### config.mk
export PLATFORM = sky130hd
export DESIGN_NAME = controller_role
export DESIGN_NICKNAME = d
export VERILOG_FILES = /design/src/rtl/ctl_role_pkg.sv /design/src/rtl/controller_role.sv
export SDC_FILE = /design/constraint.sdc
export NUM_CORES = 1
export LEC_CHECK = 0
export ABC_AREA = 0
export BUFFER_PORTS_ARGS = -buffer_cell sky130_fd_sc_hd__buf_2
export CAP_MARGIN = 20
export CORE_MARGIN = 4
export CORE_UTILIZATION = 41
export CTS_BUF_LIST = sky130_fd_sc_hd__clkbuf_16
export DETAILED_ROUTE_END_ITERATION = 6
export GPL_TIMING_DRIVEN = 0
export PLACE_DENSITY_LB_ADDON = 0.25
export SETUP_SLACK_MARGIN = 0.3
export SYNTH_ARGS = -nofsm -noshare
export SYNTH_HDL_FRONTEND = slang
export SYNTH_SLANG_ARGS = --single-unit
### constraint.sdc
create_clock -name clock -period 2.2 [get_ports clock]
set_input_delay 0.11 -clock clock [delete_from_list [all_inputs] [get_ports clock]]
set_output_delay 0.11 -clock clock [all_outputs]
set_load 0.01 [all_outputs]
### src/rtl/ctl_role_pkg.sv
package ctl_role_pkg;
    // sentinel readings for a failed measurement
    localparam logic [63:0] SENTINEL_REAL = 64'h7fef_ffff_ffff_ffff;
    localparam logic [31:0] SENTINEL_INT = 32'h7fff_ffff;
    // register offsets
    localparam logic [3:0] OFS_CONFIG = 4'h0;
    localparam logic [3:0] OFS_PASSBACK = 4'h1;
    localparam logic [3:0] OFS_STATUS = 4'h2;
    localparam logic [3:0] OFS_COMMAND = 4'h3;
    // config fields
    localparam int CFG_SYSCTL = 0;
    localparam int CFG_RELEASE = 1;
    // passback fields
    localparam int PB_SEC_VALID = 10;
    localparam logic [4:0] PB_MAX = 5'h1e;
    // command fields (write-one pulses)
    localparam int CMD_RELEASE_ON = 0;
    localparam int CMD_PASS = 1;
    // reset values
    localparam logic CFG_RELEASE_RST = 1'b1;
    localparam logic [4:0] PB_PRIMARY_RST = 5'h00;
    // idle timeout
    localparam int IDLE_TIMEOUT_S = 10;
    localparam int CLOCK_HZ = 200_000_000;
    localparam longint IDLE_CYCLES = longint'(IDLE_TIMEOUT_S) * longint'(CLOCK_HZ);
    // controller role states
    typedef enum logic [2:0] {
        ROLE_IDLE = 3'b001,
        ROLE_ACTIVE = 3'b010,
        ROLE_PASSING = 3'b100
    } role_e;
endpackage

### src/rtl/controller_role.sv
`timescale 1ns/1ps
// Notes on behaviour
// - failed measurement returns max sentinel reading
// - release feature on after reset
// - command turns release feature on
// - only system controller drives IFC
// - one system controller per bus
// - system controller active after reset/IFC; code: reset clears sysCtl_ff, role goes active once a config write sets it
// - handover: talk address, then TCT
// - acceptor active, previous becomes non-active
// - system controller active, indicator shown
// - talk addressed plus TCT grants control
// - active role before driving devices
// - pass back to stored address, default zero
// - script pause/end/reset returns control
// - IFC from system controller drops control
// - idle ten seconds returns control
// - finished controller command returns control
// - script pass instruction returns control
// - pass-back address limited to 0..30
// - two numbers: primary then secondary
module controller_role
    import ctl_role_pkg::*;
#(
    parameter longint IDLE_LIMIT = IDLE_CYCLES
) (
    // clock and reset
    input wire logic clock,
    input wire logic reset,
    // register port
    input wire logic [3:0] regAddr,
    input wire logic [15:0] regWrData,
    input wire logic regWrite,
    input wire logic regRead,
    output logic [15:0] regRdData,
    // bus events decoded by the interface (pins, already synchronous)
    input wire logic ifcIn,
    input wire logic talkAddressed,
    input wire logic tctReceived,
    // bus actions
    output logic ifcOut,
    output logic ifcOe_n,
    output logic sendTct,
    output logic [4:0] tctPrimary,
    output logic [4:0] tctSecondary,
    output logic tctSecValid,
    // script and controller-command events
    input wire logic scriptRunning,
    input wire logic scriptPause,
    input wire logic scriptEnd,
    input wire logic scriptReset,
    input wire logic ctlCmdRequest,
    input wire logic ctlCmdDone,
    output logic ctlCmdGrant,
    // measurement result path
    input wire logic measFail,
    input wire logic measValid,
    input wire logic measIsInt,
    input wire logic [63:0] measData,
    output logic [63:0] resultData,
    output logic resultValid,
    // front-panel indicator
    output logic activeInd
);

    localparam int IDLE_W = 40;

    role_e state_ff, nxt_state;
    logic sysCtl_ff;
    logic release_ff;
    logic [4:0] pbPrimary_ff;
    logic [4:0] pbSecondary_ff;
    logic pbSecValid_ff;
    logic [IDLE_W-1:0] idle_ff;
    logic ifcPulse_ff;
    logic [63:0] result_ff;
    logic resultValid_ff;
    logic [15:0] rdData_ff;
    logic wrCfg, wrPb, wrCmd;
    logic giveBack;
    logic idleExpired;
    logic ifcSeen;

    // write decode
    assign wrCfg = regWrite && (regAddr == OFS_CONFIG);
    assign wrPb = regWrite && (regAddr == OFS_PASSBACK);
    assign wrCmd = regWrite && (regAddr == OFS_COMMAND);

    // configuration: system controller flag and release feature
    always_ff @(posedge clock) begin
        if (reset) begin
            sysCtl_ff <= 1'b0;
            release_ff <= CFG_RELEASE_RST;
        end else begin
            if (wrCfg) begin
                sysCtl_ff <= regWrData[CFG_SYSCTL];
                release_ff <= regWrData[CFG_RELEASE];
            end else if (wrCmd && regWrData[CMD_RELEASE_ON]) begin
                release_ff <= 1'b1;
            end
        end
    end

    // release feature is on and the role is idle right after reset
    property p_release_reset;
        @(posedge clock)
        ($past(reset) && !reset) |-> release_ff && !sysCtl_ff && !activeInd;
    endproperty
    a_release_reset: assert property (p_release_reset) else $error("release off");

    property p_release_cmd;
        @(posedge clock) disable iff (reset)
        (wrCmd && regWrData[CMD_RELEASE_ON]) |=> release_ff;
    endproperty
    a_release_cmd: assert property (p_release_cmd) else $error("cmd ignored");

    // pass-back address storage; out-of-range primary is clamped
    always_ff @(posedge clock) begin
        if (reset) begin
            pbPrimary_ff <= PB_PRIMARY_RST;
            pbSecondary_ff <= 5'h00;
            pbSecValid_ff <= 1'b0;
        end else if (wrPb) begin
            pbPrimary_ff <= (regWrData[4:0] > PB_MAX) ? PB_MAX : regWrData[4:0];
            pbSecondary_ff <= regWrData[9:5];
            pbSecValid_ff <= regWrData[PB_SEC_VALID];
        end
    end

    // each pass-back write replaces the whole return address
    property p_pb_sec_set;
        @(posedge clock) disable iff (reset)
        (wrPb && regWrData[PB_SEC_VALID]) |=> tctSecValid;
    endproperty
    a_pb_sec_set: assert property (p_pb_sec_set) else $error("sec lost");

    property p_pb_sec_clear;
        @(posedge clock) disable iff (reset)
        (wrPb && !regWrData[PB_SEC_VALID]) |=> !tctSecValid;
    endproperty
    a_pb_sec_clear: assert property (p_pb_sec_clear) else $error("stale sec");

    property p_pb_clamp;
        @(posedge clock) disable iff (reset)
        (wrPb && regWrData[4:0] > PB_MAX) |=> tctPrimary == PB_MAX;
    endproperty
    a_pb_clamp: assert property (p_pb_clamp) else $error("no clamp");

    // IFC asserted by the system controller for one cycle after a config write sets sysCtl from 0 to 1
    always_ff @(posedge clock) begin
        if (reset) begin
            ifcPulse_ff <= 1'b0;
        end else begin
            ifcPulse_ff <= wrCfg && regWrData[CFG_SYSCTL] && !sysCtl_ff;
        end
    end
    assign ifcOut = ifcPulse_ff && sysCtl_ff;
    assign ifcOe_n = !(ifcPulse_ff && sysCtl_ff);
    // an IFC seen from another system controller
    assign ifcSeen = ifcIn && !sysCtl_ff;

    // a non-system controller never drives IFC, and a drive lasts one cycle
    property p_ifc_quiet;
        @(posedge clock) disable iff (reset)
        !sysCtl_ff |-> ifcOe_n && !ifcOut;
    endproperty
    a_ifc_quiet: assert property (p_ifc_quiet) else $error("stray ifc");

    property p_ifc_single;
        @(posedge clock) disable iff (reset)
        ifcOut |=> !ifcOut;
    endproperty
    a_ifc_single: assert property (p_ifc_single) else $error("long ifc");

    // idle timer runs while active with no script and no command request
    assign idleExpired = (idle_ff >= IDLE_W'(IDLE_LIMIT));
    always_ff @(posedge clock) begin
        if (reset || state_ff != ROLE_ACTIVE || scriptRunning || ctlCmdRequest) begin
            idle_ff <= '0;
        end else if (!idleExpired) begin
            idle_ff <= idle_ff + IDLE_W'(1);
        end
    end

    // idle timer stops at its limit instead of wrapping
    property p_idle_cap;
        @(posedge clock) disable iff (reset)
        idle_ff <= IDLE_W'(IDLE_LIMIT);
    endproperty
    a_idle_cap: assert property (p_idle_cap) else $error("idle overrun");

    // reasons to hand control back
    always_comb begin
        giveBack = 1'b0;
        if (!sysCtl_ff) begin
            if (scriptRunning) begin
                giveBack = scriptPause || scriptEnd || scriptReset;
            end else begin
                giveBack = idleExpired || ctlCmdDone;
            end
            if (wrCmd && regWrData[CMD_PASS]) begin
                giveBack = 1'b1;
            end
        end
    end

    // each give-back reason is followed by a TCT cycle
    logic canPass;
    assign canPass = activeInd && !sysCtl_ff && !ctlCmdRequest && !ifcSeen;
    property p_idle_back;
        @(posedge clock) disable iff (reset)
        (canPass && !scriptRunning && idleExpired) |=> sendTct;
    endproperty
    a_idle_back: assert property (p_idle_back) else $error("idle no pass");

    property p_done_back;
        @(posedge clock) disable iff (reset)
        (canPass && !scriptRunning && ctlCmdDone) |=> sendTct;
    endproperty
    a_done_back: assert property (p_done_back) else $error("done no pass");

    property p_script_back;
        @(posedge clock) disable iff (reset)
        (canPass && scriptRunning && (scriptPause || scriptEnd || scriptReset)) |=> sendTct;
    endproperty
    a_script_back: assert property (p_script_back) else $error("script no pass");

    property p_pass_cmd;
        @(posedge clock) disable iff (reset)
        (canPass && wrCmd && regWrData[CMD_PASS]) |=> sendTct;
    endproperty
    a_pass_cmd: assert property (p_pass_cmd) else $error("cmd no pass");

    property p_sys_keeps;
        @(posedge clock) disable iff (reset)
        (activeInd && sysCtl_ff) |=> activeInd;
    endproperty
    a_sys_keeps: assert property (p_sys_keeps) else $error("sys lost role");

    // role state machine
    always_comb begin
        nxt_state = state_ff;
        unique case (state_ff)
            ROLE_IDLE: begin
                if (sysCtl_ff) begin
                    nxt_state = ROLE_ACTIVE;
                end else if (talkAddressed && tctReceived) begin
                    nxt_state = ROLE_ACTIVE;
                end
            end
            ROLE_ACTIVE: begin
                if (ifcSeen) begin
                    nxt_state = ROLE_IDLE;
                end else if (giveBack && !ctlCmdRequest) begin
                    nxt_state = ROLE_PASSING;
                end
            end
            ROLE_PASSING: begin
                nxt_state = ROLE_IDLE;
            end
        endcase
    end

    always_ff @(posedge clock) begin
        if (reset) begin
            state_ff <= ROLE_IDLE;
        end else begin
            state_ff <= nxt_state;
        end
    end

    // exactly one role at a time
    property p_state_hot;
        @(posedge clock) disable iff (reset)
        $onehot(state_ff);
    endproperty
    a_state_hot: assert property (p_state_hot) else $error("bad state");

    // TCT to the stored return address
    assign sendTct = (state_ff == ROLE_PASSING);
    assign tctPrimary = pbPrimary_ff;
    assign tctSecondary = pbSecondary_ff;
    assign tctSecValid = pbSecValid_ff;
    // external device access only while active
    assign ctlCmdGrant = ctlCmdRequest && (state_ff == ROLE_ACTIVE);
    assign activeInd = (state_ff == ROLE_ACTIVE);

    // measurement result with sentinel substitution
    always_ff @(posedge clock) begin
        if (reset) begin
            result_ff <= 64'h0;
            resultValid_ff <= 1'b0;
        end else begin
            resultValid_ff <= measValid || (measFail && release_ff);
            if (measFail && release_ff) begin
                result_ff <= measIsInt ? {32'h0, SENTINEL_INT} : SENTINEL_REAL;
            end else if (measValid) begin
                result_ff <= measData;
            end
        end
    end
    assign resultData = result_ff;
    assign resultValid = resultValid_ff;

    // integer sentinel and plain pass-through of good readings
    property p_sentinel_int;
        @(posedge clock) disable iff (reset)
        (measFail && release_ff && measIsInt) |=> resultValid && resultData == {32'h0, SENTINEL_INT};
    endproperty
    a_sentinel_int: assert property (p_sentinel_int) else $error("no int sentinel");

    property p_result_pass;
        @(posedge clock) disable iff (reset)
        (measValid && !measFail) |=> resultValid && resultData == $past(measData);
    endproperty
    a_result_pass: assert property (p_result_pass) else $error("bad result");

    // register read, data one cycle after the strobe
    always_ff @(posedge clock) begin
        if (reset) begin
            rdData_ff <= 16'h0;
        end else if (regRead) begin
            case (regAddr)
                OFS_CONFIG: rdData_ff <= {14'h0, release_ff, sysCtl_ff};
                OFS_PASSBACK: rdData_ff <= {5'h0, pbSecValid_ff, pbSecondary_ff, pbPrimary_ff};
                OFS_STATUS: rdData_ff <= {13'h0, state_ff};
                default: rdData_ff <= 16'h0;
            endcase
        end else begin
            rdData_ff <= 16'h0;
        end
    end
    assign regRdData = rdData_ff;

    // checks
    property p_tct_follows_talk;
        @(posedge clock) disable iff (reset)
        (state_ff == ROLE_IDLE && !sysCtl_ff && talkAddressed && tctReceived) |=> activeInd;
    endproperty
    a_tct_follows_talk: assert property (p_tct_follows_talk) else $error("tct not accepted");

    property p_ifc_drop;
        @(posedge clock) disable iff (reset)
        (activeInd && ifcSeen) |=> !activeInd;
    endproperty
    a_ifc_drop: assert property (p_ifc_drop) else $error("ifc ignored");

    property p_pass_then_idle;
        @(posedge clock) disable iff (reset)
        sendTct |=> (state_ff == ROLE_IDLE) && !sendTct;
    endproperty
    a_pass_then_idle: assert property (p_pass_then_idle) else $error("tct not single");

    property p_sentinel;
        @(posedge clock) disable iff (reset)
        (measFail && release_ff && !measIsInt) |=> resultValid && resultData == SENTINEL_REAL;
    endproperty
    a_sentinel: assert property (p_sentinel) else $error("no sentinel");

    property p_grant_active;
        @(posedge clock) disable iff (reset)
        ctlCmdGrant |-> activeInd;
    endproperty
    a_grant_active: assert property (p_grant_active) else $error("grant while inactive");

    property p_ifc_only_sys;
        @(posedge clock) disable iff (reset)
        ifcOut |-> sysCtl_ff && !ifcOe_n;
    endproperty
    a_ifc_only_sys: assert property (p_ifc_only_sys) else $error("ifc by non-system");

    property p_sys_active;
        @(posedge clock) disable iff (reset)
        $rose(sysCtl_ff) |-> ##[0:2] activeInd;
    endproperty
    a_sys_active: assert property (p_sys_active) else $error("system not active");

    property p_pb_range;
        @(posedge clock) disable iff (reset)
        tctPrimary <= PB_MAX;
    endproperty
    a_pb_range: assert property (p_pb_range) else $error("address out of range");

endmodule // controller_role

==> qor.yml <==
status:
  outcome: "finished, final reports clean"
synth:
  syn_inst: 588
  synth.distinct_cells: 53
  syn-cell-area_um2: 5580
  synth-edff-count: 0
  synth.most_common_cell: "dfxtp_1"
  synth.area.top_cells: "dfxtp_1 (48%), mux2i_1 (13%), a21oi_1 (9.4%)"
  async_flop_share: 0
  synth_top_cell_by_area: "dfxtp_1"
  syn_area_per_cell_um2: 9.48
  ys_warn_count: 0
  ys.flop_type: "dfxtp_1"
  yosysTopAreaCellShare: 0.477
  yosys-top-cells-count: "dfxtp_1 (133), a21oi_1 (105), mux2i_1 (70)"
  ys_ff_latch: 133
  ys_seq_area_frac: 0.477
cts:
  cts_tree: "yes"
  htreeDepth: 4
  clock-sinks: 133
  insertion_delay_ns: 0.41
  cts_buffers: 17
  cts_root_buf: "clkbuf_16"
  cts_max_path_buffers: 2
  clkTransAtPathRegs_ns: 0.06
placement:
  dp_hpwl_um: 11900
  placed_cell_area_um2: 6730
  placement.io_buffers: 183
  gp_congestion: 0.832
  place_ws_ns: 0.0156
  placed_cells: 951
global_route:
  grt_pass1_wl_um: 27400
  gr-total-overflow: 0
  antenna_found_initial: 0
  grt_pass1_vias: 5567
  grt_max_degree: 17
  track_usage: 0.213
floorplanning:
  initial_core_util: 0.419
  dieArea_um2: 15500
  die_w_um: 125
  fp.coreArea_um2: 13300
  rows: 42
  pin_count: 197
  fp.dieH_um: 125
layout:
  final_util: 0.610
  fin_cells: 1040
  fin_nets: 954
  drive_gt1_frac: 0.339
  areaGrowthSynthToFinish_pct: 45.4
  fillers: 1081
  antenna_cells: 0
  finish.instance_area_um2: 8110
timing:
  worstMarginPinSlew_ns: 0.746
  skew_ns: 0.00767
  final_hold_viol_count: 0
  rsz0062_at_grt: "yes"
  drv_slew: 0
  slew_headroom: 0.503
  fin_tns_setup_ns: 0
  postLayoutSetupSlackWorst_ns: 0.130
  fin_crit_sh: 0.941
  max_freq_mhz: 483
  setup_viol: 0
  timing.final.crit_period_ns: 2.07
power_and_ir_drop:
  switching_share: 0.236
  power.share.clock: 0.471
  pwr-share-seq: 0.430
  leakage_nw: 3.48
  power_density_nw_per_um2: 739
  power_frac_comb: 0.100
  ir_drop_mv: 0.614
  intPower_w: 0.00458
  switching_power_w: 0.00141
worst_setup_path:
  crit_start: "idle_ff[35]$_SDFFE_PP0N_"
  startpoint_type: "flop"
  critical_path_class: "flop to flop"
  cp_top_family: "simple AND/OR/NAND/NOR gates"
  cpMostUsedCell: "buf_6"
  reg2reg_from: "idle_ff[35]$_SDFFE_PP0N_"
  crit_path_max_fanout: 10
  path_buf_inv: 2
  slowest_stage: "or4_4"
  required_ns: 2.47
  critPathCaptureType: "flop"
  path_cells: "or4_4, nor3_4, nand2_2, buf_6, buf_6, o41ai_4, a21oi_1"
  max_stage_delay_ns: 0.54
  arrival_ns: 2.34
detailed_routing:
  num_vias: 5506
  via_per_inst: 5.29
  drt_wl_total_um: 17100
  drc: 0
  ant_nets: 0
  post_drt_wl_per_cell_um: 16.4
  drt_iter0_markers: 290
  dr.pass1.iters: 5
hold_path:
  hp-class: "input pin to flop"
  hold_start: "measData[35]"
run:
  maxCapViolations: 0
## logic make-up after synthesis
group / Yosys count / synth area share
AOI/OAI and AO/OA: 144 / 0.149
adders and majority gates: 2 / 0.00449
buffers and inverters: 50 / 0.0438
DFF: 133 / 0.477
muxes: 70 / 0.126
other: 1 / 0.000672
and+or+nand+nor: 188 / 0.199
## power by group through the flow
| stage | Sequential, W | Combinational [W] | Clock, W |
|---|---|---|---|
| global placement | 0.00262 | 0.000514 | 0 |
| global route | 0.00258 | 0.000654 | 0.00298 |
| detailed placement | 0.00262 | 0.000528 | 0 |
| CTS | 0.00257 | 0.000593 | 0.00287 |
| finish | 0.00257 | 0.000596 | 0.00282 |
| floorplan | 0.00266 | 0.000232 | 0 |
## timing repair
| item | CTS | global route |
|---|---|---|
| hold buffers | 46 | 0 |
| pin swaps | 12 | 5 |
| setup buffers | 10 | 2 |
| resized for setup | 30 | 28 |
| endpoints found under the setup margin | 31 | 41 |
| gates cloned | 0 | 0 |
| endpoints found under the hold margin | 48 | 0 |
## area by class of cell
class | count | area [µm²] | area share
Sequential cell | 133 | 2680 | 0.330
Buffer | 44 | 274 | 0.0338
Clock inverter | 14 | 163 | 0.0201
Inverter | 6 | 22.5 | 0.00278
Multi-Input combinational cell | 409 | 2860 | 0.352
Timing Repair Buffer | 241 | 1470 | 0.181
Clock buffer | 17 | 425 | 0.0525
Tap cell | 176 | 220 | 0.0272
## stage by stage
stage	power [W]	hold slack, ns
CTS	0.00603	0.000579
floorplan	0.00289	0.242
detailed placement	0.00315	0.360
global placement	0.00313	0.358
global route	0.00622	0.0108
finish	0.00599	0.00651
## sequential cells by signal, summed over array words and instances, names as in the netlist
name,flops
idle_ff,40
tctSecondary,5
regRdData,11
state_ff,3
tctPrimary,5
sysCtl_ff,1
tctSecValid,1
resultValid,1
resultData,64
release_ff,1
ifcPulse_ff,1
## final timing paths
kind / to / slack (ns) / cells after the start
min: resultData[35]$_SDFFE_PP0P_ / 0.007 / 3
min reg2reg: idle_ff[38]$_SDFFE_PP0N_ / 0.46 / 1
max reg2reg: idle_ff[12]$_SDFFE_PP0N_ / 0.13 / 7
max: idle_ff[12]$_SDFFE_PP0N_ / 0.13 / 7
## cell usage in the layout, fill, tap and decap left out, types with 20 or more instances in the layout
cell	Yosys	final
buf_2	4	183
dfxtp_1	133	121
a21oi_1	105	99
mux2i_1	70	70
dlygate4sd3_1	0	46
nand2_1	44	44
clkbuf_1	29	26
or4_1	26	24
and2_1	24	23
nor2_1	20	20
## metal layers
metal	vias to the layer above	global-route usage	share of wire
li1	2683	-	-
met1	2594	0.239	0.40
met2	200	0.371	0.51
met3	29	0.0763	0.069
met4	0	0.0741	0.022
met5	-	0	0
## tightest hold or removal path, delay by kind of cell
family | cells | cell delay, ns
AOI/OAI and AO/OA | 1 | 0.14
buffers and inverters | 1 | 0.08
muxes | 1 | 0.06
Power figures use the tool's default switching activity.
